<file path="src/bsw_pkg.sv">
// Constants shared by the battery switchover and supply-monitor block.
// Assumes a 100 MHz core clock and an APB register bus with 32-bit data.
package bsw_pkg;

   // Register indices; the byte address on the bus is four times the index
   localparam logic [7:0] BSW_IDX_CORE_IRQ_EN = 8'ha9;
   localparam logic [7:0] BSW_IDX_EVENT_EN = 8'hec;
   localparam logic [7:0] BSW_IDX_PERIPHERAL_CONFIGURATION_CFG = 8'hf4;
   localparam logic [7:0] BSW_IDX_SWITCH_CFG = 8'hf5;
   localparam logic [7:0] BSW_IDX_EVENT_FLAGS = 8'hf8;
   localparam logic [7:0] BSW_IDX_PIN_CFG = 8'hff;
   localparam logic [7:0] BSW_IDX_DELTA_THR = 8'hf3;
   localparam logic [7:0] BSW_IDX_ADC_START = 8'hd8;
   localparam logic [7:0] BSW_IDX_BAT_THR = 8'hfa;
   localparam logic [7:0] BSW_IDX_BAT_VALUE = 8'hdf;
   localparam logic [7:0] BSW_IDX_DC_VALUE = 8'hd9;
   localparam logic [7:0] BSW_IDX_DC_STATUS = 8'hda;

   // Event bit positions, shared by the flag and enable registers
   localparam int BSW_EV_BAT = 0;
   localparam int BSW_EV_DC_ADC = 1;
   localparam int BSW_EV_DC_LOW = 2;
   localparam int BSW_EV_SAG = 3;
   localparam int BSW_EV_RESTORE = 4;
   localparam int BSW_EV_SWITCH = 5;

   // Other field positions
   localparam int BSW_MASTER_EN_BIT = 1;
   localparam int BSW_SRC_STATUS_BIT = 6;
   localparam int BSW_SW_DISABLE_BIT = 1;
   localparam int BSW_SRC_SEL_LSB = 0;
   localparam int BSW_INT1_FN_LSB = 4;
   localparam int BSW_ADC_GO_BIT = 0;
   localparam int BSW_DC_READY_BIT = 0;
   localparam int BSW_BAT_LOW_BIT = 1;
   localparam logic [1:0] BSW_SEL_DCIN = 2'b01;
   localparam logic [1:0] BSW_INT1_FN_PIN = 2'b01;

   // Reset values
   localparam logic [7:0] BSW_RST_CORE_IRQ_EN = 8'h00;
   localparam logic [7:0] BSW_RST_EVENT_EN = 8'h00;
   localparam logic [7:0] BSW_RST_PERIPHERAL_CONFIGURATION_CFG = 8'h00;
   localparam logic [7:0] BSW_RST_SWITCH_CFG = 8'h00;
   localparam logic [7:0] BSW_RST_EVENT_FLAGS = 8'h00;
   localparam logic [7:0] BSW_RST_PIN_CFG = 8'h00;
   localparam logic [7:0] BSW_RST_DELTA_THR = 8'h00;
   localparam logic [7:0] BSW_RST_BAT_THR = 8'h00;

   // Timing
   localparam int unsigned BSW_CLK_HZ = 100_000_000;
   localparam int unsigned BSW_DCIN_DELAY_MS = 30;
   localparam int unsigned BSW_RESTORE_DELAY_MS = 130;
   localparam int unsigned BSW_BG_PERIOD_MS = 1;
   localparam int unsigned BSW_DCIN_DELAY_CYC = BSW_DCIN_DELAY_MS * (BSW_CLK_HZ / 1000);
   localparam int unsigned BSW_RESTORE_DELAY_CYC = BSW_RESTORE_DELAY_MS * (BSW_CLK_HZ / 1000);
   localparam int unsigned BSW_BG_PERIOD_CYC = BSW_BG_PERIOD_MS * (BSW_CLK_HZ / 1000);

   typedef enum logic [1:0] {
      BSW_ON_MAIN = 2'b00,
      BSW_ON_BAT = 2'b01,
      BSW_RESTORING = 2'b11,
      BSW_DCIN_WAIT = 2'b10
   } bsw_state_t;

endpackage

</file>
<file path="src/bsw_supply.sv">
// Battery switchover control and supply-monitor event collection.
// Assumes comparators, ADCs and sag detector sit outside and report as inputs.
// Functional notes
// - Switchover on after reset; config bit disables
// - Status bit six shows main supply source
// - Select 01 switches on low dc sense
// - Select 00 switches on low main supply
// - Pin falling edge forces battery when enabled
// - Return needs main ok, dc ok too with select 01
// - Enabled pin must be high to return
// - Source change never stalls the core
// - Metering ADCs unavailable while on battery
// - Master interrupt enable off after reset
// - One shared request, per-event enables, latched flags
// - Main to battery sets switchover flag
// - Battery to main sets restored flag
// - Flags set regardless; cleared by writing zero
// - Dc-sense change beyond threshold raises event
// - Periodic or software conversion; ready flag
// - Battery result or low level sets flag; here only a result sets it, whether low or not
// - Dc-sense below level sets low flag
// - Line sag report sets sag flag
// - Return to main after 130 ms delay
// - Dc-sense switchover after 30 ms delay
//
// Implementation choice: the APB slave port.
`timescale 1ns/1ps
module bsw_supply import bsw_pkg::*; #(
   parameter int unsigned DCIN_DELAY_CYC = BSW_DCIN_DELAY_CYC,
   parameter int unsigned RESTORE_DELAY_CYC = BSW_RESTORE_DELAY_CYC,
   parameter int unsigned BG_PERIOD_CYC = BSW_BG_PERIOD_CYC
) (
   input wire logic CLK_SYS,
   input wire logic RESET,
   input wire logic PSEL,
   input wire logic PENABLE,
   input wire logic PWRITE,
   input wire logic [11:0] PADDR,
   input wire logic [31:0] PWDATA,
   output logic [31:0] PRDATA,
   output logic PREADY,
   output logic PSLVERR,
   input wire logic VDD_OK,
   input wire logic DCIN_OK,
   input wire logic BATTERY_CONTROL_PIN,
   input wire logic [7:0] DCIN_ADC_VALUE,
   input wire logic DCIN_ADC_READY,
   input wire logic [7:0] BAT_ADC_VALUE,
   input wire logic BAT_ADC_READY,
   input wire logic LINE_SAG_EVENT,
   output logic SUPPLY_ON_MAIN,
   output logic METER_ADC_AVAILABLE,
   output logic ADC_START,
   output logic SUPPLY_IRQ
);

   function automatic logic reg_hit(input logic [11:0] addr, input logic [7:0] idx);
      reg_hit = (addr == {2'b00, idx, 2'b00});
   endfunction

   function automatic logic [7:0] abs_diff(input logic [7:0] a, input logic [7:0] b);
      abs_diff = (a > b) ? (a - b) : (b - a);
   endfunction

   // Registers
   logic [7:0] core_irq_en_r, event_en_r, peripheral_configuration_cfg_r, switch_cfg_r;
   logic [7:0] event_flags_r, pin_cfg_r, delta_thr_r, bat_thr_r;
   logic [7:0] event_flags_nxt;
   logic [7:0] bat_value_r, dc_value_r, dc_last_r;
   logic dc_ready_r, dc_ready_nxt;
   logic [31:0] prdata_nxt;
   logic pslverr_nxt;
   bsw_state_t state_r, state_nxt;
   logic [31:0] wait_cnt_r, wait_cnt_nxt;
   logic [31:0] bg_cnt_r;
   logic ctl_pin_prev_r;
   logic src_main_r;

   // Synchronised comparator and pin levels
   logic [2:0] sync_s;
   bsw_sync #(.W(3), .RST_VAL(3'b111)) u_sync (
      .clk(CLK_SYS),
      .rst(RESET),
      .d_in({BATTERY_CONTROL_PIN, DCIN_OK, VDD_OK}),
      .q_out(sync_s)
   );
   wire vdd_ok_s = sync_s[0];
   wire dcin_ok_s = sync_s[1];
   wire ctl_pin_s = sync_s[2];

   // Bus decode
   wire setup_ph = PSEL & ~PENABLE;
   wire wr_en = PSEL & PENABLE & PWRITE & PREADY;
   wire [7:0] wdata = PWDATA[7:0];
   wire wr_core_irq = wr_en & reg_hit(PADDR, BSW_IDX_CORE_IRQ_EN);
   wire wr_event_en = wr_en & reg_hit(PADDR, BSW_IDX_EVENT_EN);
   wire wr_peripheral_configuration = wr_en & reg_hit(PADDR, BSW_IDX_PERIPHERAL_CONFIGURATION_CFG);
   wire wr_switch = wr_en & reg_hit(PADDR, BSW_IDX_SWITCH_CFG);
   wire wr_flags = wr_en & reg_hit(PADDR, BSW_IDX_EVENT_FLAGS);
   wire wr_pin = wr_en & reg_hit(PADDR, BSW_IDX_PIN_CFG);
   wire wr_delta = wr_en & reg_hit(PADDR, BSW_IDX_DELTA_THR);
   wire wr_adc_go = wr_en & reg_hit(PADDR, BSW_IDX_ADC_START);
   wire wr_bat_thr = wr_en & reg_hit(PADDR, BSW_IDX_BAT_THR);
   wire wr_dc_status = wr_en & reg_hit(PADDR, BSW_IDX_DC_STATUS);

   // Switchover configuration
   wire sw_disabled = switch_cfg_r[BSW_SW_DISABLE_BIT];
   wire [1:0] src_sel = switch_cfg_r[BSW_SRC_SEL_LSB +: 2];
   wire dcin_sel = (src_sel == BSW_SEL_DCIN);
   wire pin_en = (pin_cfg_r[BSW_INT1_FN_LSB +: 2] == BSW_INT1_FN_PIN);
   wire ctl_pin_fall = pin_en & ctl_pin_prev_r & ~ctl_pin_s;
   wire force_bat = ctl_pin_fall | ~vdd_ok_s;
   wire restore_ok = vdd_ok_s & (~dcin_sel | dcin_ok_s) & (~pin_en | ctl_pin_s);
   wire dcin_done = (wait_cnt_r == 32'(DCIN_DELAY_CYC - 1));
   wire restore_done = (wait_cnt_r == 32'(RESTORE_DELAY_CYC - 1));

   // Switchover state machine; the source only changes state, the core keeps running
   always_comb begin
      state_nxt = state_r;
      wait_cnt_nxt = wait_cnt_r + 32'd1;
      case (state_r)
         BSW_ON_MAIN: begin
            if (sw_disabled) begin
               state_nxt = BSW_ON_MAIN;
            end else if (force_bat) begin
               state_nxt = BSW_ON_BAT;
            end else if (dcin_sel && !dcin_ok_s) begin
               state_nxt = BSW_DCIN_WAIT;
               wait_cnt_nxt = 32'd0;
            end
         end
         BSW_DCIN_WAIT: begin
            if (sw_disabled || !dcin_sel || dcin_ok_s) begin
               state_nxt = BSW_ON_MAIN;
            end else if (force_bat || dcin_done) begin
               state_nxt = BSW_ON_BAT;
            end
         end
         BSW_ON_BAT: begin
            if (sw_disabled) begin
               state_nxt = BSW_ON_MAIN;
            end else if (restore_ok) begin
               state_nxt = BSW_RESTORING;
               wait_cnt_nxt = 32'd0;
            end
         end
         BSW_RESTORING: begin
            if (sw_disabled) begin
               state_nxt = BSW_ON_MAIN;
            end else if (!restore_ok || ctl_pin_fall) begin
               state_nxt = BSW_ON_BAT;
            end else if (restore_done) begin
               state_nxt = BSW_ON_MAIN;
            end
         end
         default: state_nxt = BSW_ON_MAIN;
      endcase
   end

   wire src_main_nxt = (state_nxt == BSW_ON_MAIN) || (state_nxt == BSW_DCIN_WAIT);
   wire ev_switch = src_main_r & ~src_main_nxt;
   wire ev_restore = ~src_main_r & src_main_nxt;

   // Monitor events; every new battery result qualifies, a low one included
   wire bat_low = (BAT_ADC_VALUE < bat_thr_r);
   wire ev_bat = BAT_ADC_READY;
   wire ev_dc_adc = DCIN_ADC_READY & (abs_diff(DCIN_ADC_VALUE, dc_last_r) > delta_thr_r);
   wire ev_dc_low = ~dcin_ok_s;
   wire ev_sag = LINE_SAG_EVENT;

   logic [7:0] flag_set;
   always_comb begin
      flag_set = 8'h00;
      flag_set[BSW_EV_BAT] = ev_bat;
      flag_set[BSW_EV_DC_ADC] = ev_dc_adc;
      flag_set[BSW_EV_DC_LOW] = ev_dc_low;
      flag_set[BSW_EV_SAG] = ev_sag;
      flag_set[BSW_EV_RESTORE] = ev_restore;
      flag_set[BSW_EV_SWITCH] = ev_switch;
   end

   // Writing 0 clears a flag, writing 1 keeps it; a new event wins over the clear
   wire [7:0] flag_keep = wr_flags ? wdata : 8'hff;
   assign event_flags_nxt = (event_flags_r & flag_keep) | flag_set;
   assign dc_ready_nxt = (dc_ready_r & ~(wr_dc_status & ~wdata[BSW_DC_READY_BIT]))
                         | DCIN_ADC_READY;

   wire irq_nxt = core_irq_en_r[BSW_MASTER_EN_BIT] & |(event_flags_r & event_en_r);
   wire bg_wrap = (bg_cnt_r == 32'(BG_PERIOD_CYC - 1));
   wire adc_go_nxt = (wr_adc_go & wdata[BSW_ADC_GO_BIT]) | bg_wrap;

   // Read mux, sampled in the setup cycle and presented in the access cycle
   always_comb begin
      prdata_nxt = 32'h0000_0000;
      pslverr_nxt = 1'b0;
      if (reg_hit(PADDR, BSW_IDX_CORE_IRQ_EN)) begin
         prdata_nxt[7:0] = core_irq_en_r;
      end else if (reg_hit(PADDR, BSW_IDX_EVENT_EN)) begin
         prdata_nxt[7:0] = event_en_r;
      end else if (reg_hit(PADDR, BSW_IDX_PERIPHERAL_CONFIGURATION_CFG)) begin
         prdata_nxt[7:0] = peripheral_configuration_cfg_r;
         prdata_nxt[BSW_SRC_STATUS_BIT] = src_main_r;
      end else if (reg_hit(PADDR, BSW_IDX_SWITCH_CFG)) begin
         prdata_nxt[7:0] = switch_cfg_r;
      end else if (reg_hit(PADDR, BSW_IDX_EVENT_FLAGS)) begin
         prdata_nxt[7:0] = event_flags_r;
      end else if (reg_hit(PADDR, BSW_IDX_PIN_CFG)) begin
         prdata_nxt[7:0] = pin_cfg_r;
      end else if (reg_hit(PADDR, BSW_IDX_DELTA_THR)) begin
         prdata_nxt[7:0] = delta_thr_r;
      end else if (reg_hit(PADDR, BSW_IDX_ADC_START)) begin
         prdata_nxt = 32'h0000_0000;
      end else if (reg_hit(PADDR, BSW_IDX_BAT_THR)) begin
         prdata_nxt[7:0] = bat_thr_r;
      end else if (reg_hit(PADDR, BSW_IDX_BAT_VALUE)) begin
         prdata_nxt[7:0] = bat_value_r;
      end else if (reg_hit(PADDR, BSW_IDX_DC_VALUE)) begin
         prdata_nxt[7:0] = dc_value_r;
      end else if (reg_hit(PADDR, BSW_IDX_DC_STATUS)) begin
         prdata_nxt[BSW_DC_READY_BIT] = dc_ready_r;
         prdata_nxt[BSW_BAT_LOW_BIT] = bat_value_r < bat_thr_r;
      end else begin
         pslverr_nxt = 1'b1;
      end
   end

   // Bus slave: one wait-free access cycle per transfer
   always_ff @(posedge CLK_SYS) begin
      if (RESET) begin
         PREADY <= 1'b0;
         PRDATA <= 32'h0000_0000;
         PSLVERR <= 1'b0;
      end else begin
         PREADY <= setup_ph;
         PRDATA <= setup_ph ? prdata_nxt : 32'h0000_0000;
         PSLVERR <= setup_ph & pslverr_nxt;
      end
   end

   // Software registers
   always_ff @(posedge CLK_SYS) begin
      if (RESET) begin
         core_irq_en_r <= BSW_RST_CORE_IRQ_EN;
         event_en_r <= BSW_RST_EVENT_EN;
         peripheral_configuration_cfg_r <= BSW_RST_PERIPHERAL_CONFIGURATION_CFG;
         switch_cfg_r <= BSW_RST_SWITCH_CFG;
         pin_cfg_r <= BSW_RST_PIN_CFG;
         delta_thr_r <= BSW_RST_DELTA_THR;
         bat_thr_r <= BSW_RST_BAT_THR;
      end else begin
         if (wr_core_irq) core_irq_en_r <= wdata;
         if (wr_event_en) event_en_r <= wdata;
         if (wr_peripheral_configuration) peripheral_configuration_cfg_r <= wdata;
         if (wr_switch) switch_cfg_r <= wdata;
         if (wr_pin) pin_cfg_r <= wdata;
         if (wr_delta) delta_thr_r <= wdata;
         if (wr_bat_thr) bat_thr_r <= wdata;
      end
   end

   // Flags, measurements and background conversion timer
   always_ff @(posedge CLK_SYS) begin
      if (RESET) begin
         event_flags_r <= BSW_RST_EVENT_FLAGS;
         dc_ready_r <= 1'b0;
         bat_value_r <= 8'h00;
         dc_value_r <= 8'h00;
         dc_last_r <= 8'h00;
         bg_cnt_r <= 32'h0000_0000;
         ADC_START <= 1'b0;
      end else begin
         event_flags_r <= event_flags_nxt;
         dc_ready_r <= dc_ready_nxt;
         if (BAT_ADC_READY) bat_value_r <= BAT_ADC_VALUE;
         if (DCIN_ADC_READY) dc_value_r <= DCIN_ADC_VALUE;
         if (DCIN_ADC_READY) dc_last_r <= DCIN_ADC_VALUE;
         bg_cnt_r <= bg_wrap ? 32'h0000_0000 : bg_cnt_r + 32'd1;
         ADC_START <= adc_go_nxt;
      end
   end

   // Switchover state and registered supply outputs
   always_ff @(posedge CLK_SYS) begin
      if (RESET) begin
         state_r <= BSW_ON_MAIN;
         wait_cnt_r <= 32'h0000_0000;
         ctl_pin_prev_r <= 1'b1;
         src_main_r <= 1'b1;
         SUPPLY_ON_MAIN <= 1'b1;
         METER_ADC_AVAILABLE <= 1'b1;
         SUPPLY_IRQ <= 1'b0;
      end else begin
         state_r <= state_nxt;
         wait_cnt_r <= wait_cnt_nxt;
         ctl_pin_prev_r <= ctl_pin_s;
         src_main_r <= src_main_nxt;
         SUPPLY_ON_MAIN <= src_main_nxt;
         METER_ADC_AVAILABLE <= src_main_nxt;
         SUPPLY_IRQ <= irq_nxt;
      end
   end
endmodule

</file>
<file path="src/bsw_sync.sv">
// Two-flop synchroniser for the supply comparator and pin levels.
// Assumes inputs are quasi-static levels; reset value sets the idle reading.
`timescale 1ns/1ps
module bsw_sync #(
   parameter int W = 3,
   parameter logic [W-1:0] RST_VAL = '1
) (
   input wire logic clk,
   input wire logic rst,
   input wire logic [W-1:0] d_in,
   output logic [W-1:0] q_out
);
   logic [W-1:0] meta_r;

   always_ff @(posedge clk) begin
      if (rst) begin
         meta_r <= RST_VAL;
         q_out <= RST_VAL;
      end else begin
         meta_r <= d_in;
         q_out <= meta_r;
      end
   end
endmodule

</file>
<file path="config.mk">
export PLATFORM = sky130hd
export DESIGN_NAME = bsw_supply
export DESIGN_NICKNAME = d
export VERILOG_FILES = /design/src/bsw_pkg.sv /design/src/bsw_supply.sv /design/src/bsw_sync.sv
export SDC_FILE = /design/constraint.sdc
export NUM_CORES = 1
export LEC_CHECK = 0
export ABC_AREA = 1
export BUFFER_PORTS_ARGS = -buffer_cell sky130_fd_sc_hd__buf_2
export CORE_ASPECT_RATIO = 1.5
export CORE_UTILIZATION = 25
export DETAILED_ROUTE_END_ITERATION = 8
export GPL_TIMING_DRIVEN = 1
export SLEW_MARGIN = 5
export SYNTH_ARGS = -nofsm -noshare
export SYNTH_HDL_FRONTEND = slang
export SYNTH_SLANG_ARGS = --single-unit
</file>
<file path="constraint.sdc">
create_clock -name CLK_SYS -period 3.59 [get_ports CLK_SYS]
set_input_delay 0.718 -clock CLK_SYS [delete_from_list [all_inputs] [get_ports CLK_SYS]]
set_output_delay 0.718 -clock CLK_SYS [all_outputs]
set_load 0.1 [all_outputs]
</file>
==> results.txt, run 1 <==
vias per cell: 4.59
Antenna Nets Post-Route: 0
die width: 156 um
asr flop ratio synth: 0%
outcome: complete, no violations
clock sinks: 166
PD cells: 408 mW/mm2
# IOs: 109
Routed wire per std cell: 13.6 um
Fill cells: 3814
initial antenna violation count: 1
Final setup viols: 0
CP Max Fanout: 5
final period utilization: 90.8%
Layout Nets: 1413
residual DRC count: 0
Inserted Clock Buffers: 17
commonest cells in the netlist: 197 x inv_1, 167 x nand2_1, 166 x dfxtp_1
DIE AREA: 0.0365 mm2
IO Port Bufs: 60
WS Path Type: in2reg
Final Core Density: 29.4%
vias: 8234
CTS tree: yes
# rows: 84
Lkg Pwr: 4.07 nW
Layout Skew: 9.33 ps
H-tree depth: 4
Synth top area share: 37.2%
crit end category: flip-flop
Synth area leaders: dfxtp_1 37%, inv_1 8.3%, a21oi_1 7.2%
EDFF count, synth: 0
Internal Power: 0.00305 W
MaxCap Viol Count: 0
Clock transition at path regs: 60 ps
Final GP Congestion: 0.864
Max Buffers Root-to-Sink: 2
Distinct cells, synth: 48
power share of the combinational group: 12.6%
GRT Overall Usage: 13.8%
Initial Utilization: 25.5%
hold buffer count at cts: 0
pins over their slew limit: 0
switching power: 0.00117 W
hold slack: 405 ps
worst slew pin tran: 626 ps
Antenna Cells: 0
largest net degree at the start of global routing: 71
Post-Syn Instances: 1243
top-count cell post-synth: inv_1
Multi-input gate area: 0.00465 mm2
Final Hold Fails: 0
Synth Flop Type: dfxtp_1
Skew-Pair Late Insertion Delay: 450 ps
Storage cell area: 0.00332 mm2
Sw Share: 27.7%
minimum clock period: 3260 ps
unrepaired setup endpoints after global routing: false
Root Buffer: clkbuf_16
crit path DAT: 3570 ps
Rel. slew slack: 58.2%
CP Launch Type: primary input
Mapped Area: 0.00894 mm2
Clk pwr share: 42.3%
Synth Register Bits: 166
remaining global-route overflow: 0
Area Growth Syn to Fin: 15.5%
fmax: 0.307 GHz
Core Footprint: 0.0351 mm2
Seq/Total Area, Yosys: 37.2%
Pre-antenna DRT Iters: 7
DRT Wirelength: 24.4 mm
1st-iter DRT viols: 492
Data required, critical path: 3900 ps
fraction of layout cells with a size suffix above 1: 13.5%
vias in the first global route: 7873
worst min-delay path class: reg2reg
Mean Syn Cell Area: 7.19 um2
register share of total power: 45.1%
die height: 234 um
maximum vdd ir drop: 243 uV
cell accounting for the most synthesized area: dfxtp_1
post-detail-place hpwl: 18.8 mm
global-route wire length before repair: 39.0 mm
Synth Warn #: 0
==> critical path, stage by stage <==
cell and delay, ps:
buf_2 110, inv_1 70, ha_1 180, inv_1 60
fa_1 350, inv_1 80, nor2_1 50, nor2_1 130
o21ai_0 130, a21oi_1 150, nor2_1 70, o22ai_2 110
buf_2 180, buf_4 120, mux2_2 320, inv_1 60
ha_1 230, nand3_1 110, nor2_1 50, nand2_1 60
o211ai_1 90, nand3_1 90, a21oi_1 70
==> metal layers <==
| layer | up-vias | track usage [%] | routed length [um] |
|---|---|---|---|
| met4 | 2 | 7.63 | 1060 |
| met5 | - | 0 | 10 |
| met3 | 67 | 2.80 | 969 |
| met2 | 211 | 25.3 | 12500 |
| li1 | 4167 | - | - |
| met1 | 3787 | 14.6 | 9820 |
==> layout make-up <==
cell class	instances	area share (%)
well taps	473	5.73
inverters	200	7.27
clock inverters	10	0.909
flip-flops and latches	166	32.2
multi-input cells	843	45.0
clock buffers	21	4.55
repair buffers	80	4.34
==> cells by family after synthesis <==
| family | synth area share, % |
|---|---|
| AND/OR/NAND/NOR | 25.2 |
| AO/OA/AOI/OAI | 16.8 |
| buffers and inverters | 12.0 |
| flip-flops | 37.2 |
| XOR/XNOR | 3.53 |
| adder cells (fa/ha/maj) | 4.93 |
| multiplexers | 0.378 |
| other | 0.0419 |
==> per-stage QoR <==
step	setup TNS [ps]	cells	setup slack [ps]	cell area (um2)	total power, W
2_1_floorplan	0	1266	262	9030	0.00234
3_5_place_dp	-167	1761	-167	9750	0.00247
3_3_place_gp	-86.2	1761	-86.2	9750	0.00246
5_1_grt	0	1793	66.2	10300	0.00439
4_1_cts	0	1792	297	10300	0.00426
6_report	0	1793	331	10300	0.00421
==> flip-flops by register name, summed over array words and instances, names as in the netlist, 2 cells and up <==
signal	cells
core_irq_en_r	8
delta_thr_r	8
switch_cfg_r	8
bat_value_r	8
bg_cnt_r	32
bat_thr_r	8
pin_cfg_r	8
event_flags_r	8
dc_last_r	8
state_r	2
u_sync.q_out	3
peripheral_configuration_cfg_r	7
u_sync.meta_r	3
PRDATA	8
wait_cnt_r	32
event_en_r	8
==> path summary, 6_finish.rpt <==
path	endpoint	from	slack, ps	cells past startpoint
worst min-delay path	u_sync.q_out[2]$_SDFF_PP1_	u_sync.meta_r[2]$_SDFF_PP1_	410	1
worst min register to register	u_sync.q_out[2]$_SDFF_PP1_	u_sync.meta_r[2]$_SDFF_PP1_	410	1
worst max-delay path	event_flags_r[1]$_SDFF_PP0_	DCIN_ADC_VALUE[0]	330	23
worst max register to register	event_flags_r[1]$_SDFF_PP0_	dc_last_r[1]$_SDFFE_PP0P_	390	20
==> power by group through the flow <==
stage                     combinational, W  sequential (W)  clock, W
after floorplan                   0.000395         0.00194         0
after global placement            0.000521         0.00194         0
after detailed placement          0.000531         0.00194         0
after CTS                         0.000533         0.00190   0.00182
after global routing              0.000593         0.00190   0.00189
final                             0.000531         0.00190   0.00178
==> layout by cell type (no fill, tap or decap), types with 14 or more instances in the layout <==
cell type	synthesis	layout
clkbuf_16	0	17
dfxtp_1	166	166
buf_2	9	61
inv_1	197	196
nor2_2	17	17
xor2_1	28	28
o21ai_0	128	127
or2_2	14	14
nor2_1	95	95
ha_1	32	32
nand4_1	35	35
buf_4	27	19
conb_1	1	24
nand2_1	167	167
nand3_1	45	45
a21oi_1	129	129
nor3_1	41	41
==> timing repair <==
action | CTS | global route
resized for setup | 0 | 3
setup buffers | 0 | 0
endpoints found under the setup margin | 0 | 1
Note: power is estimated with default switching activity, not from simulation.
==> run 2: changes to the inputs <==
--- a/config.mk
+++ b/config.mk
@@ -7,7 +7,6 @@
 export LEC_CHECK = 0
 export ABC_AREA = 1
 export BUFFER_PORTS_ARGS = -buffer_cell sky130_fd_sc_hd__buf_2
-export CORE_ASPECT_RATIO = 1.5
 export CORE_UTILIZATION = 25
 export DETAILED_ROUTE_END_ITERATION = 8
 export GPL_TIMING_DRIVEN = 1
==> constraint.sdc (replaced) <==
create_clock -name CLK_SYS -period 3.59 [get_ports CLK_SYS]
set_input_delay 0.718 -clock CLK_SYS [delete_from_list [all_inputs] [get_ports CLK_SYS]]
set_output_delay 0.718 -clock CLK_SYS [all_outputs]
set_load 0.01 [all_outputs]
==> results.txt, run 2 (same netlist as run 1, synthesis figures left out) <==
routing usage on met3: 2.97% (was 2.80%)
GRT Overall Usage: 13.3% (was 13.8%)
Slowest-stage cell, CP: fa_1 (unchanged)
top flop regs: bg_cnt_r: 32 flops, wait_cnt_r: 32 flops (unchanged)
largest stage delay on the critical path: 360 ps (was 350 ps)
CTS tree: yes (unchanged)
Final Core Density: 29.6% (was 29.4%)
Rel. slew slack: 45.9% (was 58.2%)
1st-iter DRT viols: 456 (was 492)
CP bufs+invs: 6 (was 7)
maximum vdd ir drop: 248 uV (was 243 uV)
# IOs: 109 (unchanged)
most common cell after layout, fill and taps aside: inv_1 (unchanged)
minimum clock period: 3220 ps (was 3260 ps)
Final setup viols: 0 (unchanged)
Layout Nets: 1411 (was 1413)
Root Buffer: clkbuf_16 (unchanged)
initial antenna violation count: 1 (unchanged)
clock sinks: 166 (unchanged)
Max Buffers Root-to-Sink: 2 (unchanged)
Final GP Congestion: 0.871 (was 0.864)
met2 usage: 23.0% (was 25.3%)
pins over their slew limit: 0 (unchanged)
unrepaired setup endpoints after global routing: false (unchanged)
vias in the first global route: 7732 (was 7873)
worst min-delay path class: reg2reg (unchanged)
post-route cell area: 0.0103 mm2 (about the same)
crit path DAT: 3600 ps (was 3570 ps)
Crit path depth: 24 (was 23)
R2R cell count: 21 (was 20)
Skew-Pair Late Insertion Delay: 440 ps (was 450 ps)
Core Footprint: 0.0349 mm2 (was 0.0351 mm2)
IO Port Bufs: 60 (unchanged)
r2r startpoint: dc_last_r[1]$_SDFFE_PP0P_ (unchanged)
Multi-input gate area: 0.00465 mm2 (about the same)
crit-path leading delay family: adder cells (unchanged)
Initial Utilization: 25.6% (was 25.5%)
CP Capture Point: event_flags_r[1]$_SDFF_PP0_ (unchanged)
hold slack: 416 ps (was 405 ps)
vias per cell: 4.61 (was 4.59)
Inserted Clock Buffers: 17 (unchanged)
die width: 191 um (was 156 um)
post-CTS setup buffer count: 0 (unchanged)
CP Max Fanout: 5 (unchanged)
CP Launch Type: primary input (unchanged)
crit end category: flip-flop (unchanged)
Most Used Layer, Global Route: met2 (unchanged)
final period utilization: 89.6% (was 90.8%)
Clock transition at path regs: 70 ps (was 60 ps)
Storage cell area: 0.00332 mm2 (unchanged)
met1 Usage GRT: 16.1% (was 14.6%)
Routed wire per std cell: 13.2 um (was 13.6 um)
DP Area: 0.00972 mm2 (was 0.00975 mm2)
PD cells: 402 mW/mm2 (was 408 mW/mm2)
Final Hold Fails: 0 (unchanged)
worst-path cell chain: buf_2, inv_1, ha_1, inv_1, fa_1, inv_1, nor2_1, nor2_1, o21ai_0, a21oi_1, nor2_1, o22ai_2, buf_4, nand3_1, o21ai_1, xor2_1, inv_1, ha_1, nand3_1, nor2_1, nand2_1, o211ai_1, nand3_1, a21oi_2 (was buf_2, inv_1, ha_1, inv_1, fa_1, inv_1, nor2_1, nor2_1, o21ai_0, a21oi_1, nor2_1, o22ai_2, buf_2, buf_4, mux2_2, inv_1, ha_1, nand3_1, nor2_1, nand2_1, o211ai_1, nand3_1, a21oi_1)
DIE AREA: 0.0365 mm2 (about the same)
vias: 8176 (was 8234)
outcome: complete, no violations (unchanged)
Layout Skew: 9.71 ps (was 9.33 ps)
residual DRC count: 0 (unchanged)
DRT Wirelength: 23.5 mm (was 24.4 mm)
H-tree depth: 4 (unchanged)
worst slew pin tran: 810 ps (was 626 ps)
remaining global-route overflow: 0 (unchanged)
WS Path Type: in2reg (unchanged)
Reg2Reg Capture Point: event_flags_r[1]$_SDFF_PP0_ (unchanged)
die height: 191 um (was 234 um)
Lkg Pwr: 4.07 nW (about the same)
Area Growth Syn to Fin: 15.4% (was 15.5%)
FF-to-FF setup slack: 430 ps (was 390 ps)
Antenna Nets Post-Route: 0 (unchanged)
Fill cells: 3767 (was 3814)
Data required, critical path: 3970 ps (was 3900 ps)
Pre-antenna DRT Iters: 6 (was 7)
fmax: 0.311 GHz (was 0.307 GHz)
global-route wire length before repair: 38.6 mm (was 39.0 mm)
MaxCap Viol Count: 0 (unchanged)
fraction of layout cells with a size suffix above 1: 13.5% (about the same)
# rows: 68 (was 84)
post-detail-place hpwl: 17.8 mm (was 18.8 mm)
largest net degree at the start of global routing: 64 (was 71)
crit path from: DCIN_ADC_VALUE[0] (unchanged)
commonest non-fill, non-tap cells in the layout: 196 x inv_1, 167 x nand2_1, 166 x dfxtp_1 (unchanged)
run 2: worst min-delay path by stage:
stage	startpoint	end	cells past startpoint
2_1_floorplan	u_sync.meta_r[0]$_SDFF_PP1_	u_sync.q_out[0]$_SDFF_PP1_	1
3_3_place_gp	u_sync.meta_r[1]$_SDFF_PP1_	u_sync.q_out[1]$_SDFF_PP1_	1
3_5_place_dp	u_sync.meta_r[1]$_SDFF_PP1_	u_sync.q_out[1]$_SDFF_PP1_	1
4_1_cts	u_sync.meta_r[1]$_SDFF_PP1_	u_sync.q_out[1]$_SDFF_PP1_	1
5_1_grt	u_sync.meta_r[1]$_SDFF_PP1_	u_sync.q_out[1]$_SDFF_PP1_	1
6_report	u_sync.meta_r[1]$_SDFF_PP1_	u_sync.q_out[1]$_SDFF_PP1_	1
run 2: through the flow:
step | cells | setup WS [ps] | TNS [ps] | total power, W
final | 1775 | 372 | 0 | 0.00415
after detailed placement | 1741 | -96.1 | -96.1 | 0.00235
after CTS | 1773 | 360 | 0 | 0.00418
after global routing | 1774 | 47.7 | 0 | 0.00432
after floorplan | 1266 | 262 | 0 | 0.00222
after global placement | 1741 | -25.9 | -25.9 | 0.00233
run 2: power by group:
group	switching (W)	internal [W]
clock	0.000849	0.000988
sequential	0.0000270	0.00187
combinational	0.000251	0.000158
run 2: area by class of cell:
class,count,share of cell area (%)
Clock inverter,14,1.47
Tap cell,455,5.52
Multi-Input combinational cell,843,45.1
Antenna cell,1,0.0243
Inverter,200,7.28
Timing Repair Buffer,78,4.20
Sequential cell,166,32.2
Clock buffer,18,4.16
run 2: what timing repair did:
item | CTS | global route
hold buffers | 0 | 0
hold endpoints to repair | 0 | 0
endpoints found under the setup margin | 0 | 1
gates resized for setup | 0 | 3
run 2: metal layers:
layer	share of wire (%)	wire, um
met5	0	0
met4	1.8	427
met3	5.3	1260
met2	49	11500
met1	44	10300
==> run 3: changes to the inputs <==
--- a/config.mk
+++ b/config.mk
@@ -10,6 +10,8 @@
 export CORE_UTILIZATION = 25
 export DETAILED_ROUTE_END_ITERATION = 8
 export GPL_TIMING_DRIVEN = 1
+export REMOVE_ABC_BUFFERS = 1
+export SETUP_SLACK_MARGIN = 0.5
 export SLEW_MARGIN = 5
 export SYNTH_ARGS = -nofsm -noshare
 export SYNTH_HDL_FRONTEND = slang
==> results.txt, run 3 (same netlist as run 1, synthesis figures left out) <==
WS Path Type: in2reg (unchanged)
CP Launch Type: primary input (unchanged)
residual DRC count: 0 (unchanged)
Layout Nets: 1412 (was 1411)
worst slew pin tran: 707 ps (was 810 ps)
Final Hold Fails: 0 (unchanged)
Routed wire per std cell: 13.2 um (about the same)
Antenna Cells: 0 (was 1)
Clock transition at path regs: 70 ps (about the same)
# IOs: 109 (unchanged)
initial antenna violation count: 1 (unchanged)
WL met1: 11.2 mm (was 10.3 mm)
maximum vdd ir drop: 348 uV (was 248 uV)
crit-path leading delay family: buffers and inverters (was adder cells)
final period utilization: 83.4% (was 89.6%)
Skew-Pair Late Insertion Delay: 430 ps (was 440 ps)
GRT Overall Usage: 13.0% (was 13.3%)
outcome: complete, no violations (unchanged)
vias: 8066 (was 8176)
Slowest-stage cell, CP: fa_2 (was fa_1)
unrepaired setup endpoints after global routing: true (was false)
post-detail-place hpwl: 17.3 mm (was 17.8 mm)
CP bufs+invs: 8 (was 6)
crit end category: flip-flop (unchanged)
Root Buffer: clkbuf_16 (unchanged)
Multi-input gate area: 0.00482 mm2 (was 0.00465 mm2)
vias in the first global route: 7559 (was 7732)
largest stage delay on the critical path: 330 ps (was 360 ps)
Rel. slew slack: 52.7% (was 45.9%)
pins over their slew limit: 0 (unchanged)
top flop regs: bg_cnt_r: 32 flops, wait_cnt_r: 32 flops (unchanged)
met2 wire length: 10.7 mm (was 11.5 mm)
Inserted Clock Buffers: 17 (unchanged)
Setup WS post-layout: 596 ps (was 372 ps)
CTS tree: yes (unchanged)
Final setup viols: 0 (unchanged)
Fill cells: 3767 (unchanged)
DR WL met3: 1.24 mm (was 1.26 mm)
Pre-antenna DRT Iters: 5 (was 6)
remaining global-route overflow: 0 (unchanged)
commonest non-fill, non-tap cells in the layout: 191 x inv_1, 165 x nand2_1, 164 x dfxtp_1 (was 196 x inv_1, 167 x nand2_1, 166 x dfxtp_1)
worst min-delay path class: reg2reg (unchanged)
Final GP Congestion: 0.881 (was 0.871)
fmax: 0.334 GHz (was 0.311 GHz)
worst-path cell chain: buf_6, inv_4, ha_4, inv_2, fa_2, inv_2, nor2_2, nor2_2, o21ai_2, a21oi_2, nor2_2, o22ai_4, buf_6, buf_4, mux2_2, inv_2, ha_4, inv_1, nor2_1, nand2_1, o211ai_1, nand3_1, a21oi_1 (was buf_2, inv_1, ha_1, inv_1, fa_1, inv_1, nor2_1, nor2_1, o21ai_0, a21oi_1, nor2_1, o22ai_2, buf_4, nand3_1, o21ai_1, xor2_1, inv_1, ha_1, nand3_1, nor2_1, nand2_1, o211ai_1, nand3_1, a21oi_2)
MaxCap Viol Count: 0 (unchanged)
setup slack after placement: -85.6 ps (was -96.1 ps)
vias per cell: 4.55 (was 4.61)
Core Footprint: 0.0349 mm2 (unchanged)
crit path DAT: 3360 ps (was 3600 ps)
DIE AREA: 0.0365 mm2 (unchanged)
PD cells: 401 mW/mm2 (was 402 mW/mm2)
clock sinks: 166 (unchanged)
die height: 191 um (unchanged)
Max Buffers Root-to-Sink: 2 (unchanged)
die width: 191 um (unchanged)
Initial Utilization: 25.6% (unchanged)
DRT Wirelength: 23.4 mm (was 23.5 mm)
Layout Skew: 10.2 ps (was 9.71 ps)
Final Core Density: 30.1% (was 29.6%)
minimum clock period: 2990 ps (was 3220 ps)
hold buffer count at cts: 0 (unchanged)
IO Port Bufs: 60 (unchanged)
most common cell after layout, fill and taps aside: inv_1 (unchanged)
fraction of layout cells with a size suffix above 1: 15.8% (was 13.5%)
Lkg Pwr: 4.09 nW (was 4.07 nW)
# rows: 68 (unchanged)
1st-iter DRT viols: 385 (was 456)
global-route wire length before repair: 37.8 mm (was 38.6 mm)
Data required, critical path: 3960 ps (was 3970 ps)
largest net degree at the start of global routing: 75 (was 64)
CP Max Fanout: 5 (unchanged)
H-tree depth: 4 (unchanged)
Antenna Nets Post-Route: 0 (unchanged)
DR top layer: met4 (unchanged)
Storage cell area: 0.00333 mm2 (was 0.00332 mm2)
Area Growth Syn to Fin: 17.4% (was 15.4%)
-- run 3: cell count changes in the layout (fill, tap and decap cells not counted), sizes merged --
cell      before  now
inv          210  206
clkinv         3    2
buf           78   79
diode          1    0
clkinvlp       0    4
-- run 3: routing by layer --
layer / up-vias / track usage [%]
li1: 4156 / -
met1: 3733 / 17.4
met2: 156 / 21.0
met3: 21 / 3.21
met4: 0 / 2.93
met5: - / 0
-- run 3: worst reg2reg max path, stage by stage, from the launching register on --
cell	delay, ps
dfxtp_2	360
ha_4	140
inv_2	30
fa_2	330
inv_2	80
nor2_2	40
nor2_2	130
o21ai_2	80
a21oi_2	140
nor2_2	60
o22ai_4	150
buf_6	160
buf_4	120
mux2_2	330
inv_2	60
ha_4	130
inv_1	50
nor2_1	100
nand2_1	60
o211ai_1	70
nand3_1	90
a21oi_1	150
-- run 3: cell type report --
type / count / share of cell area, %
clock buffer: 18 / 4.09
multi-input combinational: 843 / 45.9
clock inverter: 13 / 1.34
inverter: 200 / 7.18
timing repair buffer: 79 / 4.35
tap: 455 / 5.43
sequential: 166 / 31.7
-- run 3: worst paths after layout --
| check | cells past startpoint | slack, ps | start | to |
|---|---|---|---|---|
| worst max-delay path | 23 | 600 | DCIN_ADC_VALUE[0] | event_flags_r[1]$_SDFF_PP0_ |
| worst min-delay path | 1 | 410 | u_sync.meta_r[0]$_SDFF_PP1_ | u_sync.q_out[0]$_SDFF_PP1_ |
| worst max register to register | 21 | 660 | dc_last_r[0]$_SDFFE_PP0P_ | event_flags_r[1]$_SDFF_PP0_ |
| worst min register to register | 1 | 410 | u_sync.meta_r[0]$_SDFF_PP1_ | u_sync.q_out[0]$_SDFF_PP1_ |
-- run 3: stage by stage --
stage	hold WS (ps)	setup TNS, ps	instance area [um2]	total power (W)	instances
floorplan	389	0	8700	0.00219	1209
global placement	393	-72.8	9700	0.00234	1739
detailed placement	396	-85.6	9700	0.00235	1739
CTS	412	0	10400	0.00420	1774
global route	431	0	10500	0.00441	1774
finish	411	0	10500	0.00421	1774
-- run 3: power breakdown --
part | internal [W] | switching [W] | leakage (nW)
Combinational | 0.000215 | 0.000294 | 2.47
Clock | 0.000975 | 0.000827 | 0.267
Sequential | 0.00187 | 0.0000262 | 1.35
-- run 3: timing repair --
item,4_1_cts,5_1_grt
resized for setup,20,27
gates cloned,1,0
setup buffers,3,0
pin swaps,14,17
endpoints found under the setup margin,1,1
